**src/rtl/lin_dominant_timeout_monitor_map.vh**
```
// Register indices, field positions and reset values of the LIN monitor
`ifndef LIN_DOMINANT_TIMEOUT_MONITOR_MAP_VH
`define LIN_DOMINANT_TIMEOUT_MONITOR_MAP_VH
// Register indices; byte address is four times the index
`define IDX_TIMEOUT_CFG 16'hA0B0
`define IDX_TX_TMO_LOW 16'hA0B1
`define IDX_TX_TMO_HIGH 16'hA0B2
`define IDX_RX_TMO_LOW 16'hA0B3
`define IDX_RX_TMO_HIGH 16'hA0B4
`define IDX_CLR_WIDTH_LOW 16'hA0B5
`define IDX_CLR_WIDTH_HIGH 16'hA0B6
`define IDX_WAKE_CFG 16'hA0B7
`define IDX_ACT_WIDTH 16'hA0B8
`define IDX_IRQ_STATUS 16'hA0B9
`define IDX_IRQ_MASK 16'hA0BA
// Timeout configuration fields
`define CFG_RX_LSB 7
`define CFG_BREAK_EXIT 6
`define CFG_RX_WAKE_EN 5
`define CFG_TX_WAKE_EN 4
`define CFG_RX_FLAG 3
`define CFG_TX_FLAG 2
`define CFG_RX_IRQ_EN 1
`define CFG_TX_IRQ_EN 0
// Wakeup configuration fields
`define WKC_STUCK_FLAG 7
`define WKC_LIN_FLAG 6
`define WKC_STUCK_EN 5
`define WKC_LIN_EN 4
// Interrupt status and mask bit positions
`define IRQ_TX 0
`define IRQ_RX 1
`define IRQ_LIN 2
`define IRQ_STUCK 3
`define REG_RESET 8'h00
`endif

```
**src/rtl/lin_dominant_timeout_monitor.v**
```verilog
// LIN dominant timeout, bus stuck and wakeup supervisor with Wishbone slave
`include "lin_dominant_timeout_monitor_map.vh"
module lin_dominant_timeout_monitor #(
    parameter ADR_W = 18
) (
    input wire mclk_i,
    input wire rst_i,
    input wire wb_cyc_i,
    input wire wb_stb_i,
    input wire wb_we_i,
    input wire [ADR_W-1:0] wb_adr_i,
    input wire [3:0] wb_sel_i,
    input wire [31:0] wb_dat_i,
    output wire [31:0] wb_dat_o,
    output wire wb_ack_o,
    input wire txd_i,
    input wire rxd_i,
    input wire slow_tick_i,
    input wire in_break_i,
    output wire break_exit_o,
    output wire bus_stuck_o,
    output wire wake_o,
    output wire irq_o
);
    // Register map, one byte in the low lane of each word:
    //   timeout config      7 rx timeout bit 0, 6 break exit enable,
    //                       5 rx wake enable, 4 tx wake enable,
    //                       3 rx fault flag, 2 tx fault flag,
    //                       1 rx irq enable, 0 tx irq enable
    //   tx timeout low/high 16-bit transmit timeout value
    //   rx timeout low/high bits 8..1 and 16..9 of the receive timeout
    //   clear width low/high 16-bit stuck clear interval in slow ticks
    //   wakeup config       7 stuck flag, 6 lin wake flag,
    //                       5 stuck wake enable, 4 lin wake enable,
    //                       3..0 wakeup filter value
    //   active width        8-bit stuck active interval in slow ticks
    //   irq status          the four flags side by side, write one clears
    //   irq mask            gates each flag onto the interrupt line only
    // Flags live once, in flags_q; the config and wakeup registers show
    // them in their own positions, so software may clear from either place.
    // Timing summary, in cycles of mclk_i unless noted:
    //   tx fault    txd_i low for timeout plus one consecutive cycles
    //   rx fault    rxd_i low for 17-bit timeout plus one consecutive cycles
    //   stuck set   rxd_i low across active width plus one slow ticks
    //   stuck clear rxd_i high across clear width plus one slow ticks
    //   lin wake    rxd_i low across filter value plus one slow ticks
    // Limitations a user should know:
    //   the slow oscillator arrives as a one-cycle tick, already synchronous;
    //   a fault fires once per unbroken dominant stretch, never repeatedly;
    //   break exit is a single pulse and only while in_break_i is high;
    //   the wake output ignores the mask, since a sleeping core has no
    //   interrupt controller running to look at it.

    // Configuration storage, flags kept apart in one vector
    // Flag bits of the config and wakeup registers are never stored here,
    // which keeps a single owner for every sticky bit.
    reg [7:0] cfg_q;
    reg [7:0] tx_low_q;
    reg [7:0] tx_high_q;
    reg [7:0] rx_low_q;
    reg [7:0] rx_high_q;
    reg [7:0] clr_low_q;
    reg [7:0] clr_high_q;
    reg [7:0] wkc_q;
    reg [7:0] act_q;
    reg [3:0] mask_q;
    reg [3:0] flags_q;
    reg [3:0] flags_d;
    // Bus slave state
    // Read data is registered so the bus output comes from a flip-flop.
    reg ack_q;
    reg [31:0] dat_q;
    reg [7:0] rd_byte;
    // Monitor state
    // Each watchdog has a done bit that stops it from firing twice.
    reg [15:0] tx_cnt_q;
    reg tx_done_q;
    reg [16:0] rx_cnt_q;
    reg rx_done_q;
    reg [15:0] stk_cnt_q;
    reg stuck_q;
    reg [3:0] wk_cnt_q;
    reg wk_done_q;
    reg brk_q;
    reg wake_q;
    reg irq_q;
    wire [15:0] tx_tmo;
    wire [16:0] rx_tmo;
    wire [15:0] clr_width;
    wire [15:0] idx;
    wire tx_dom;
    wire rx_dom;
    wire tx_evt;
    wire rx_evt;
    wire stuck_evt;
    wire wk_evt;
    wire wr;
    wire [3:0] set_v;
    wire [3:0] clr_v;
    wire [3:0] en_v;

    assign tx_tmo = {tx_high_q, tx_low_q};
    assign rx_tmo = {rx_high_q, rx_low_q, cfg_q[`CFG_RX_LSB]};
    assign clr_width = {clr_high_q, clr_low_q};
    assign idx = wb_adr_i[17:2];
    // Dominant is the low level on both lines
    assign tx_dom = ~txd_i;
    assign rx_dom = ~rxd_i;

    // Write lands at the edge where the master sees ack, not earlier
    assign wr = wb_cyc_i & wb_stb_i & wb_we_i & ack_q & wb_sel_i[0];

    // Ack one cycle after the request, dropped the cycle after
    // The slave never inserts more than this one wait state, so a master
    // that holds its request until ack sees exactly one answer per access.
    // Holding stb one cycle past ack produces a second ack a cycle later, because the
    // next value is forced low only while ack is high, so acks never come back to back.
    always @(posedge mclk_i or posedge rst_i) begin
        if (rst_i) begin
            ack_q <= 1'b0;
            dat_q <= 32'h00000000;
        end else begin
            ack_q <= wb_cyc_i & wb_stb_i & ~ack_q;
            dat_q <= {24'h000000, rd_byte};
        end
    end
    assign wb_ack_o = ack_q;
    assign wb_dat_o = dat_q;

    // Read mux; unmapped addresses read zero and are still acknowledged
    // Acknowledging unmapped indices keeps a stray access from hanging
    // the bus; the price is that software cannot probe for the block.
    // Flag bits are read from flags_q, not from the stored bytes.
    always @* begin
        rd_byte = 8'h00;
        if (idx == `IDX_TIMEOUT_CFG) begin
            rd_byte = {cfg_q[7:4], flags_q[`IRQ_RX], flags_q[`IRQ_TX],
                       cfg_q[1:0]};
        end else if (idx == `IDX_TX_TMO_LOW) begin
            rd_byte = tx_low_q;
        end else if (idx == `IDX_TX_TMO_HIGH) begin
            rd_byte = tx_high_q;
        end else if (idx == `IDX_RX_TMO_LOW) begin
            rd_byte = rx_low_q;
        end else if (idx == `IDX_RX_TMO_HIGH) begin
            rd_byte = rx_high_q;
        end else if (idx == `IDX_CLR_WIDTH_LOW) begin
            rd_byte = clr_low_q;
        end else if (idx == `IDX_CLR_WIDTH_HIGH) begin
            rd_byte = clr_high_q;
        end else if (idx == `IDX_WAKE_CFG) begin
            rd_byte = {flags_q[`IRQ_STUCK], flags_q[`IRQ_LIN], wkc_q[5:0]};
        end else if (idx == `IDX_ACT_WIDTH) begin
            rd_byte = act_q;
        end else if (idx == `IDX_IRQ_STATUS) begin
            rd_byte = {4'h0, flags_q};
        end else if (idx == `IDX_IRQ_MASK) begin
            rd_byte = {4'h0, mask_q};
        end
    end

    // Plain read/write storage; flag bits in it are unused
    // A write takes effect only at the edge where ack is high, which is
    // the edge at which the master samples it; an aborted cycle that
    // drops cyc before that edge leaves every register untouched.
    // Writes with the low byte lane disabled are ignored.
    always @(posedge mclk_i or posedge rst_i) begin
        if (rst_i) begin
            cfg_q <= `REG_RESET;
            tx_low_q <= `REG_RESET;
            tx_high_q <= `REG_RESET;
            rx_low_q <= `REG_RESET;
            rx_high_q <= `REG_RESET;
            clr_low_q <= `REG_RESET;
            clr_high_q <= `REG_RESET;
            wkc_q <= `REG_RESET;
            act_q <= `REG_RESET;
            mask_q <= 4'h0;
        end else if (wr) begin
            if (idx == `IDX_TIMEOUT_CFG) begin
                cfg_q <= {wb_dat_i[7:4], 2'b00, wb_dat_i[1:0]};
            end else if (idx == `IDX_TX_TMO_LOW) begin
                tx_low_q <= wb_dat_i[7:0];
            end else if (idx == `IDX_TX_TMO_HIGH) begin
                tx_high_q <= wb_dat_i[7:0];
            end else if (idx == `IDX_RX_TMO_LOW) begin
                rx_low_q <= wb_dat_i[7:0];
            end else if (idx == `IDX_RX_TMO_HIGH) begin
                rx_high_q <= wb_dat_i[7:0];
            end else if (idx == `IDX_CLR_WIDTH_LOW) begin
                clr_low_q <= wb_dat_i[7:0];
            end else if (idx == `IDX_CLR_WIDTH_HIGH) begin
                clr_high_q <= wb_dat_i[7:0];
            end else if (idx == `IDX_WAKE_CFG) begin
                wkc_q <= {2'b00, wb_dat_i[5:0]};
            end else if (idx == `IDX_ACT_WIDTH) begin
                act_q <= wb_dat_i[7:0];
            end else if (idx == `IDX_IRQ_MASK) begin
                mask_q <= wb_dat_i[3:0];
            end
        end
    end

    // Flags clear by writing one, in their home register or in status
    // Writing zero keeps a flag, so a read-modify-write of the config
    // byte cannot lose an event that arrived between the read and write.
    // Both places share the same clear vector.
    assign clr_v[`IRQ_TX] = wr & wb_dat_i[`CFG_TX_FLAG] &
                            (idx == `IDX_TIMEOUT_CFG) |
                            wr & wb_dat_i[`IRQ_TX] & (idx == `IDX_IRQ_STATUS);
    assign clr_v[`IRQ_RX] = wr & wb_dat_i[`CFG_RX_FLAG] &
                            (idx == `IDX_TIMEOUT_CFG) |
                            wr & wb_dat_i[`IRQ_RX] & (idx == `IDX_IRQ_STATUS);
    assign clr_v[`IRQ_LIN] = wr & wb_dat_i[`WKC_LIN_FLAG] &
                             (idx == `IDX_WAKE_CFG) |
                             wr & wb_dat_i[`IRQ_LIN] &
                             (idx == `IDX_IRQ_STATUS);
    assign clr_v[`IRQ_STUCK] = wr & wb_dat_i[`WKC_STUCK_FLAG] &
                               (idx == `IDX_WAKE_CFG) |
                               wr & wb_dat_i[`IRQ_STUCK] &
                               (idx == `IDX_IRQ_STATUS);
    assign set_v = {stuck_evt, wk_evt, rx_evt, tx_evt};

    // Sticky flags; a set in the clearing cycle wins
    // Letting the set win means an event landing on the very cycle of a
    // clear is never lost; software sees the flag again and handles it.
    // The events are single-cycle pulses, so a flag cleared after the
    // event stays clear until the next stretch produces a new one.
    always @* begin
        flags_d = set_v | (flags_q & ~clr_v);
    end
    always @(posedge mclk_i or posedge rst_i) begin
        if (rst_i) begin
            flags_q <= 4'h0;
        end else begin
            flags_q <= flags_d;
        end
    end

    // Transmit watchdog; fires once per unbroken dominant stretch
    // The counter holds the number of dominant cycles already seen, so the
    // event comes on the cycle that makes the count timeout plus one.
    // Any recessive cycle clears the count, so glitchy dominant bursts
    // never add up to a fault.
    // After the event the counter freezes instead of wrapping, which would
    // otherwise fire again after another full period.
    assign tx_evt = tx_dom & ~tx_done_q & (tx_cnt_q == tx_tmo);
    always @(posedge mclk_i or posedge rst_i) begin
        if (rst_i) begin
            tx_cnt_q <= 16'h0000;
            tx_done_q <= 1'b0;
        end else if (!tx_dom) begin
            tx_cnt_q <= 16'h0000;
            tx_done_q <= 1'b0;
        end else if (tx_evt) begin
            tx_done_q <= 1'b1;
        end else if (!tx_done_q) begin
            tx_cnt_q <= tx_cnt_q + 16'h0001;
        end
    end

    // Receive watchdog, same scheme at 17 bits
    // Bit 0 of the timeout lives in the config byte, so software that sets
    // only the low and high bytes gets an even timeout value.
    // The event also feeds the break exit pulse below.
    // A zero timeout faults on the first dominant cycle.
    assign rx_evt = rx_dom & ~rx_done_q & (rx_cnt_q == rx_tmo);
    always @(posedge mclk_i or posedge rst_i) begin
        if (rst_i) begin
            rx_cnt_q <= 17'h00000;
            rx_done_q <= 1'b0;
        end else if (!rx_dom) begin
            rx_cnt_q <= 17'h00000;
            rx_done_q <= 1'b0;
        end else if (rx_evt) begin
            rx_done_q <= 1'b1;
        end else if (!rx_done_q) begin
            rx_cnt_q <= rx_cnt_q + 17'h00001;
        end
    end

    // Stuck supervisor on slow ticks; one counter serves both directions
    // While free the counter counts dominant ticks toward the active width;
    // while stuck it counts recessive ticks toward the clear width.
    // Sharing one counter is safe because the two phases never overlap,
    // and the count restarts at each change of state.
    // An opposite level in either phase clears the count, so only one
    // uninterrupted stretch can set or clear the stuck state.
    // Only ticks are counted, never clock cycles, so the intervals keep
    // their length in slow oscillator periods whatever mclk_i runs at.
    assign stuck_evt = ~stuck_q & rx_dom & slow_tick_i &
                       (stk_cnt_q == {8'h00, act_q});
    always @(posedge mclk_i or posedge rst_i) begin
        if (rst_i) begin
            stk_cnt_q <= 16'h0000;
            stuck_q <= 1'b0;
        end else if (!stuck_q) begin
            if (!rx_dom) begin
                stk_cnt_q <= 16'h0000;
            end else if (stuck_evt) begin
                stk_cnt_q <= 16'h0000;
                stuck_q <= 1'b1;
            end else if (slow_tick_i) begin
                stk_cnt_q <= stk_cnt_q + 16'h0001;
            end
        end else begin
            if (rx_dom) begin
                stk_cnt_q <= 16'h0000;
            end else if (slow_tick_i && stk_cnt_q == clr_width) begin
                stk_cnt_q <= 16'h0000;
                stuck_q <= 1'b0;
            end else if (slow_tick_i) begin
                stk_cnt_q <= stk_cnt_q + 16'h0001;
            end
        end
    end

    // Wakeup filter: dominant must last filter plus one slow ticks
    // Short dominant pulses such as bit-level noise are rejected because
    // the count restarts on every recessive cycle.
    // The filter qualifies once per low stretch; a bus that stays low
    // keeps the flag set but does not re-trigger it after a clear.
    // The first tick may fall anywhere in the stretch, so the accepted
    // length is uncertain by up to one slow period.
    assign wk_evt = rx_dom & ~wk_done_q & slow_tick_i &
                    (wk_cnt_q == wkc_q[3:0]);
    always @(posedge mclk_i or posedge rst_i) begin
        if (rst_i) begin
            wk_cnt_q <= 4'h0;
            wk_done_q <= 1'b0;
        end else if (!rx_dom) begin
            wk_cnt_q <= 4'h0;
            wk_done_q <= 1'b0;
        end else if (wk_evt) begin
            wk_done_q <= 1'b1;
        end else if (slow_tick_i && !wk_done_q) begin
            wk_cnt_q <= wk_cnt_q + 4'h1;
        end
    end

    // Per-source enables gate the interrupt path; the lin and stuck enables also gate wake
    // The mask register only affects the interrupt line.
    // Bit order follows the status register layout.
    assign en_v = {wkc_q[`WKC_STUCK_EN], wkc_q[`WKC_LIN_EN],
                   cfg_q[`CFG_RX_IRQ_EN], cfg_q[`CFG_TX_IRQ_EN]};

    // Registered outputs; wake is a level so a sleeping core can see it
    // Registering costs one cycle of lag on irq and wake, traded for
    // glitch-free outputs straight from flip-flops.
    // Break exit is built from the event itself, not the flag, so a flag
    // left set by software cannot cause a later spurious exit.
    // With the exit disabled, software must steer the break state itself.
    // The tx and rx wake sources use their own enables, independent of the irq enables.
    always @(posedge mclk_i or posedge rst_i) begin
        if (rst_i) begin
            brk_q <= 1'b0;
            wake_q <= 1'b0;
            irq_q <= 1'b0;
        end else begin
            brk_q <= rx_evt & cfg_q[`CFG_BREAK_EXIT] & in_break_i;
            wake_q <= (flags_q[`IRQ_TX] & cfg_q[`CFG_TX_WAKE_EN]) |
                      (flags_q[`IRQ_RX] & cfg_q[`CFG_RX_WAKE_EN]) |
                      (flags_q[`IRQ_LIN] & wkc_q[`WKC_LIN_EN]) |
                      (flags_q[`IRQ_STUCK] & wkc_q[`WKC_STUCK_EN]);
            irq_q <= |(flags_q & en_v & mask_q);
        end
    end
    assign break_exit_o = brk_q;
    assign bus_stuck_o = stuck_q;
    assign wake_o = wake_q;
    assign irq_o = irq_q;
endmodule // lin_dominant_timeout_monitor

```
**config.mk**
```make
export PLATFORM = sky130hd
export DESIGN_NAME = lin_dominant_timeout_monitor
export DESIGN_NICKNAME = d
export VERILOG_FILES = /design/src/rtl/lin_dominant_timeout_monitor.v
export VERILOG_INCLUDE_DIRS = /design/src /design/src/rtl
export SDC_FILE = /design/constraint.sdc
export NUM_CORES = 1
export LEC_CHECK = 0
export ABC_AREA = 1
export BUFFER_PORTS_ARGS = -buffer_cell sky130_fd_sc_hd__buf_2
export CAP_MARGIN = 40
export CORE_ASPECT_RATIO = 0.75
export CORE_MARGIN = 5
export CORE_UTILIZATION = 41
export DETAILED_ROUTE_END_ITERATION = 16
export GPL_TIMING_DRIVEN = 0
export PLACE_DENSITY = 0.62
export SYNTH_ARGS = -nofsm -noshare
export SYNTH_HDL_FRONTEND = slang
export SYNTH_SLANG_ARGS = --single-unit
```
**constraint.sdc**
```tcl
create_clock -name mclk_i -period 5.5 [get_ports mclk_i]
set_input_delay 1.1 -clock mclk_i [delete_from_list [all_inputs] [get_ports mclk_i]]
set_output_delay 1.1 -clock mclk_i [all_outputs]
set_load 0.01 [all_outputs]
```
==> impl_summary.txt <==
----------------------------------------------------
[Clocking]
  CTS tree ... yes
  Clock tree sinks ... 145
  Clock-pin slew on the worst setup and hold paths ... 0.05 ns
  Root buf cell ... sky130_fd_sc_hd__clkbuf_16
  Post CTS Setup Buffer Count ... 0
  Resized Gates After CTS ... 0
  H-tree depth ... 4
  Post-cts hold buffer count ... 0
  Buffers from clock root to sink, at most ... 2
  Clock insertion delay at the later pin of the skew report ... 0.43 ns
  Number of clock buffers inserted by TritonCTS ... 17

[Critical path]
  Crit Path Class ... in -> reg
  Crit path DAT ... 2.93 ns
  Start point of the critical path ... wb_cyc_i
  CP Max Fanout ... 10
  Crit path capture type ... flip-flop
  Critical Path RT ... 5.78 ns
  Critical register-to-register path startpoint ... wb_ack_o
  Startpoint types ... input pin

[Route]
  Vias post-DR ... 7,629
  Wire length per cell after detailed routing ... 16.9 um
  Number of antenna-violating nets in the routed design ... 0
  Post-DR vias/cell ... 5.15
  Number of DRC violations after detailed routing ... 0
  Violation count after the first detailed-route iteration ... 823
  First-pass iteration count of the detailed router ... 6
  Total Wirelength ... 25,000 um

[STA]
  Aggregate negative setup slack ... 0 ns
  RSZ-0062 raised after global routing ... false
  Post-route minimum period ... 2.65 ns
  Number of setup violations in the final report ... 0
  Fin crit share ... 48.1%
  Final Hold Fails ... 0
  Final worst slack ... 2.85 ns
  Slew headroom ... 49.6%
  Worst slew pin tran ... 0.756 ns
  Max Clk Rate ... 378 MHz
  Minimum hold slack ... 0.453 ns
  Final clock skew ... 0.00806 ns
  Slew Limit Fails ... 0

[Synthesis]
  Count of yosys warnings during synthesis ... 0
  Number of enable flip-flop cells after synthesis ... 0
  Fraction of post-synthesis cell area in the top cell type by area ... 42.5%
  Average footprint of a synthesized cell ... 7.75 um2
  Synthesized flop and latch total ... 145
  Biggest area consumer among synthesized cells ... sky130_fd_sc_hd__dfrtp_1
  Gate count after technology mapping ... 1,101
  Post-synth top flop ... sky130_fd_sc_hd__dfrtp_1
  Asr flop ratio synth ... 100%
  Post-synthesis instance area ... 8530 um2
  Synth area leaders ... sky130_fd_sc_hd__dfrtp_1 (43%), sky130_fd_sc_hd__nand2_1 (13%), sky130_fd_sc_hd__xor2_1 (5.0%)
  Portion of the post-synthesis area used by sequential elements ... 42.5%
  Library cells used by synthesis ... 45

[Cells and area]
  Most frequent cells in the layout ... sky130_fd_sc_hd__nand2_1 (293), sky130_fd_sc_hd__dfrtp_1 (145), sky130_fd_sc_hd__inv_1 (93)
  NumNets Final ... 1,256
  Diode count ... 0
  Proportion of layout cells with a drive suffix above 1 ... 14.5%
  Commonest non-fill, non-tap cell in the layout ... sky130_fd_sc_hd__nand2_1
  Fin util ... 48.3%
  Area added between synthesis and finish ... 15.1%

[Global routing]
  Grt total ovfl ... 0
  Global-route wire length before repair ... 39,800 um
  Via count of the first global-routing pass ... 6,935
  Total global routing track utilization ... 21.4%
  Maximum number of pins on one net before global-route repair ... 87
  Initial antenna violation count ... 0

[Floorplan]
  Starting density of the core ... 42.0%
  Number of standard-cell rows in the floorplan ... 45
  Die area ... 23,800 um2
  Width of the die ... 177 um
  Core Box Area ... 20,300 um2
  Count of boundary I/O pins ... 100
  Die Ht ... 135 um

[Power and ir drop]
  Clk network pwr share ... 43.0%
  Maximum ir drop on the vdd rail ... 0.210 mV
  Combinational share of power ... 15.6%
  Total internal power ... 1.98 mW
  Leakage power of the design ... 4.69 nW
  Net switching fraction of the power ... 28.2%
  Power per unit of standard cell area ... 282 nW/um2
  Total power consumption of the routed design ... 2.77 mW
  Power spent charging and discharging nets ... 781 uW
  Sequential share of power ... 41.4%

[Placement]
  Port buffer count ... 45
  Gpl congestion ... 0.923
  Placement-stage worst setup slack ... 2.47 ns
  Post-DP HPWL ... 18,800 um

[Flow run]
  Max-capacitance violation count ... 0

[Outcome]
  Result of the run ... complete, no violations

[Hold path]
  Startpoint of the worst hold path ... wb_ack_o
  Path type of the worst min-delay path ... reg -> reg

----------------------------------------------------
==> logic make-up (layout without fill, tap and decap cells) <==
group,after synthesis,after routing,share of synthesized area [%]
AOI/OAI and AO/OA,162,162,10.5
xor gates and xnor gates,66,66,6.78
adders and majority gates,4,4,0.587
buffers and inverters,156,231,8.51
DFF,145,145,42.5
other,1,24,0.0440
and+or+nand+nor,567,567,31.0
==> path summary, 6_finish.rpt <==
check                          endpoint  slack, ns  cells past startpoint
hold reg to reg                wb_ack_o       0.45                      1
setup / recovery            tx_low_q[0]       2.85                      8
hold / removal                 wb_ack_o       0.45                      1
max in group asynchronous  stk_cnt_q[8]       3.95                      3
setup reg to reg            tx_low_q[0]       3.24                      7
min in group asynchronous      cfg_q[6]       0.74                      2
==> flip-flops by register name, indices dropped and copies added, names as in the netlist <==
name	count
tx_cnt_q	16
wb_dat_o	8
irq_o	1
wk_done_q	1
tx_low_q	8
rx_cnt_q	17
act_q	8
wk_cnt_q	4
tx_done_q	1
rx_done_q	1
clr_low_q	8
wb_ack_o	1
clr_high_q	8
cfg_q	6
rx_high_q	8
stk_cnt_q	16
break_exit_o	1
rx_low_q	8
wkc_q	6
mask_q	4
tx_high_q	8
flags_q	4
bus_stuck_o	1
wake_o	1
==> per-stage QoR <==
| step | area [um2] | cells |
|---|---|---|
| floorplan | 8610 | 1124 |
| finish | 9820 | 1481 |
| CTS | 9820 | 1481 |
| detailed placement | 9230 | 1452 |
| global route | 9820 | 1481 |
| global placement | 9190 | 1451 |
==> metal layers <==
metal	track usage [%]	wire (um)
met1	33.9	12600
met2	28.9	10200
met3	5.26	1880
met4	5.28	327
met5	0	0
==> worst max-delay path: stages <==
cell and delay, ns:
sky130_fd_sc_hd__buf_2 0.08, sky130_fd_sc_hd__nand2_1 0.06, sky130_fd_sc_hd__nor2_1 0.31, sky130_fd_sc_hd__buf_1 0.63
sky130_fd_sc_hd__nand2_1 0.33, sky130_fd_sc_hd__clkbuf_1 0.27, sky130_fd_sc_hd__nand2_1 0.09, sky130_fd_sc_hd__o21ai_0 0.07
==> final cells by class <==
class	count	area, um2
Fill cell	2028	10500
Timing Repair Buffer	46	253
Buffer	53	337
Sequential cell	145	3630
Multi-Input combinational cell	823	4260
Clock buffer	23	488
Inverter	103	394
Clock inverter	6	105
Tap cell	282	353
==> Yosys cell counts (15+ instances only) <==
cell and count:
sky130_fd_sc_hd__a21oi_1 35, sky130_fd_sc_hd__buf_4 30, sky130_fd_sc_hd__dfrtp_1 145, sky130_fd_sc_hd__inv_1 94, sky130_fd_sc_hd__nand2_1 293, sky130_fd_sc_hd__nand3_1 78, sky130_fd_sc_hd__nand4_1 28, sky130_fd_sc_hd__nor2_1 78
sky130_fd_sc_hd__nor3_1 21, sky130_fd_sc_hd__nor4_1 16, sky130_fd_sc_hd__o21ai_0 85, sky130_fd_sc_hd__o21ai_1 15, sky130_fd_sc_hd__xnor2_1 17, sky130_fd_sc_hd__xor2_1 49
==> power groups by stage <==
| stage | logic (mW) | registers [mW] | clock network (mW) |
|---|---|---|---|
| 5_1_grt | 0.484 | 1.15 | 1.25 |
| 6_report | 0.432 | 1.14 | 1.19 |
| 3_5_place_dp | 0.430 | 1.16 | 0 |
| 2_1_floorplan | 0.294 | 1.15 | 0 |
| 3_3_place_gp | 0.423 | 1.16 | 0 |
| 4_1_cts | 0.433 | 1.14 | 1.21 |
Power figures use the tool's default switching activity.
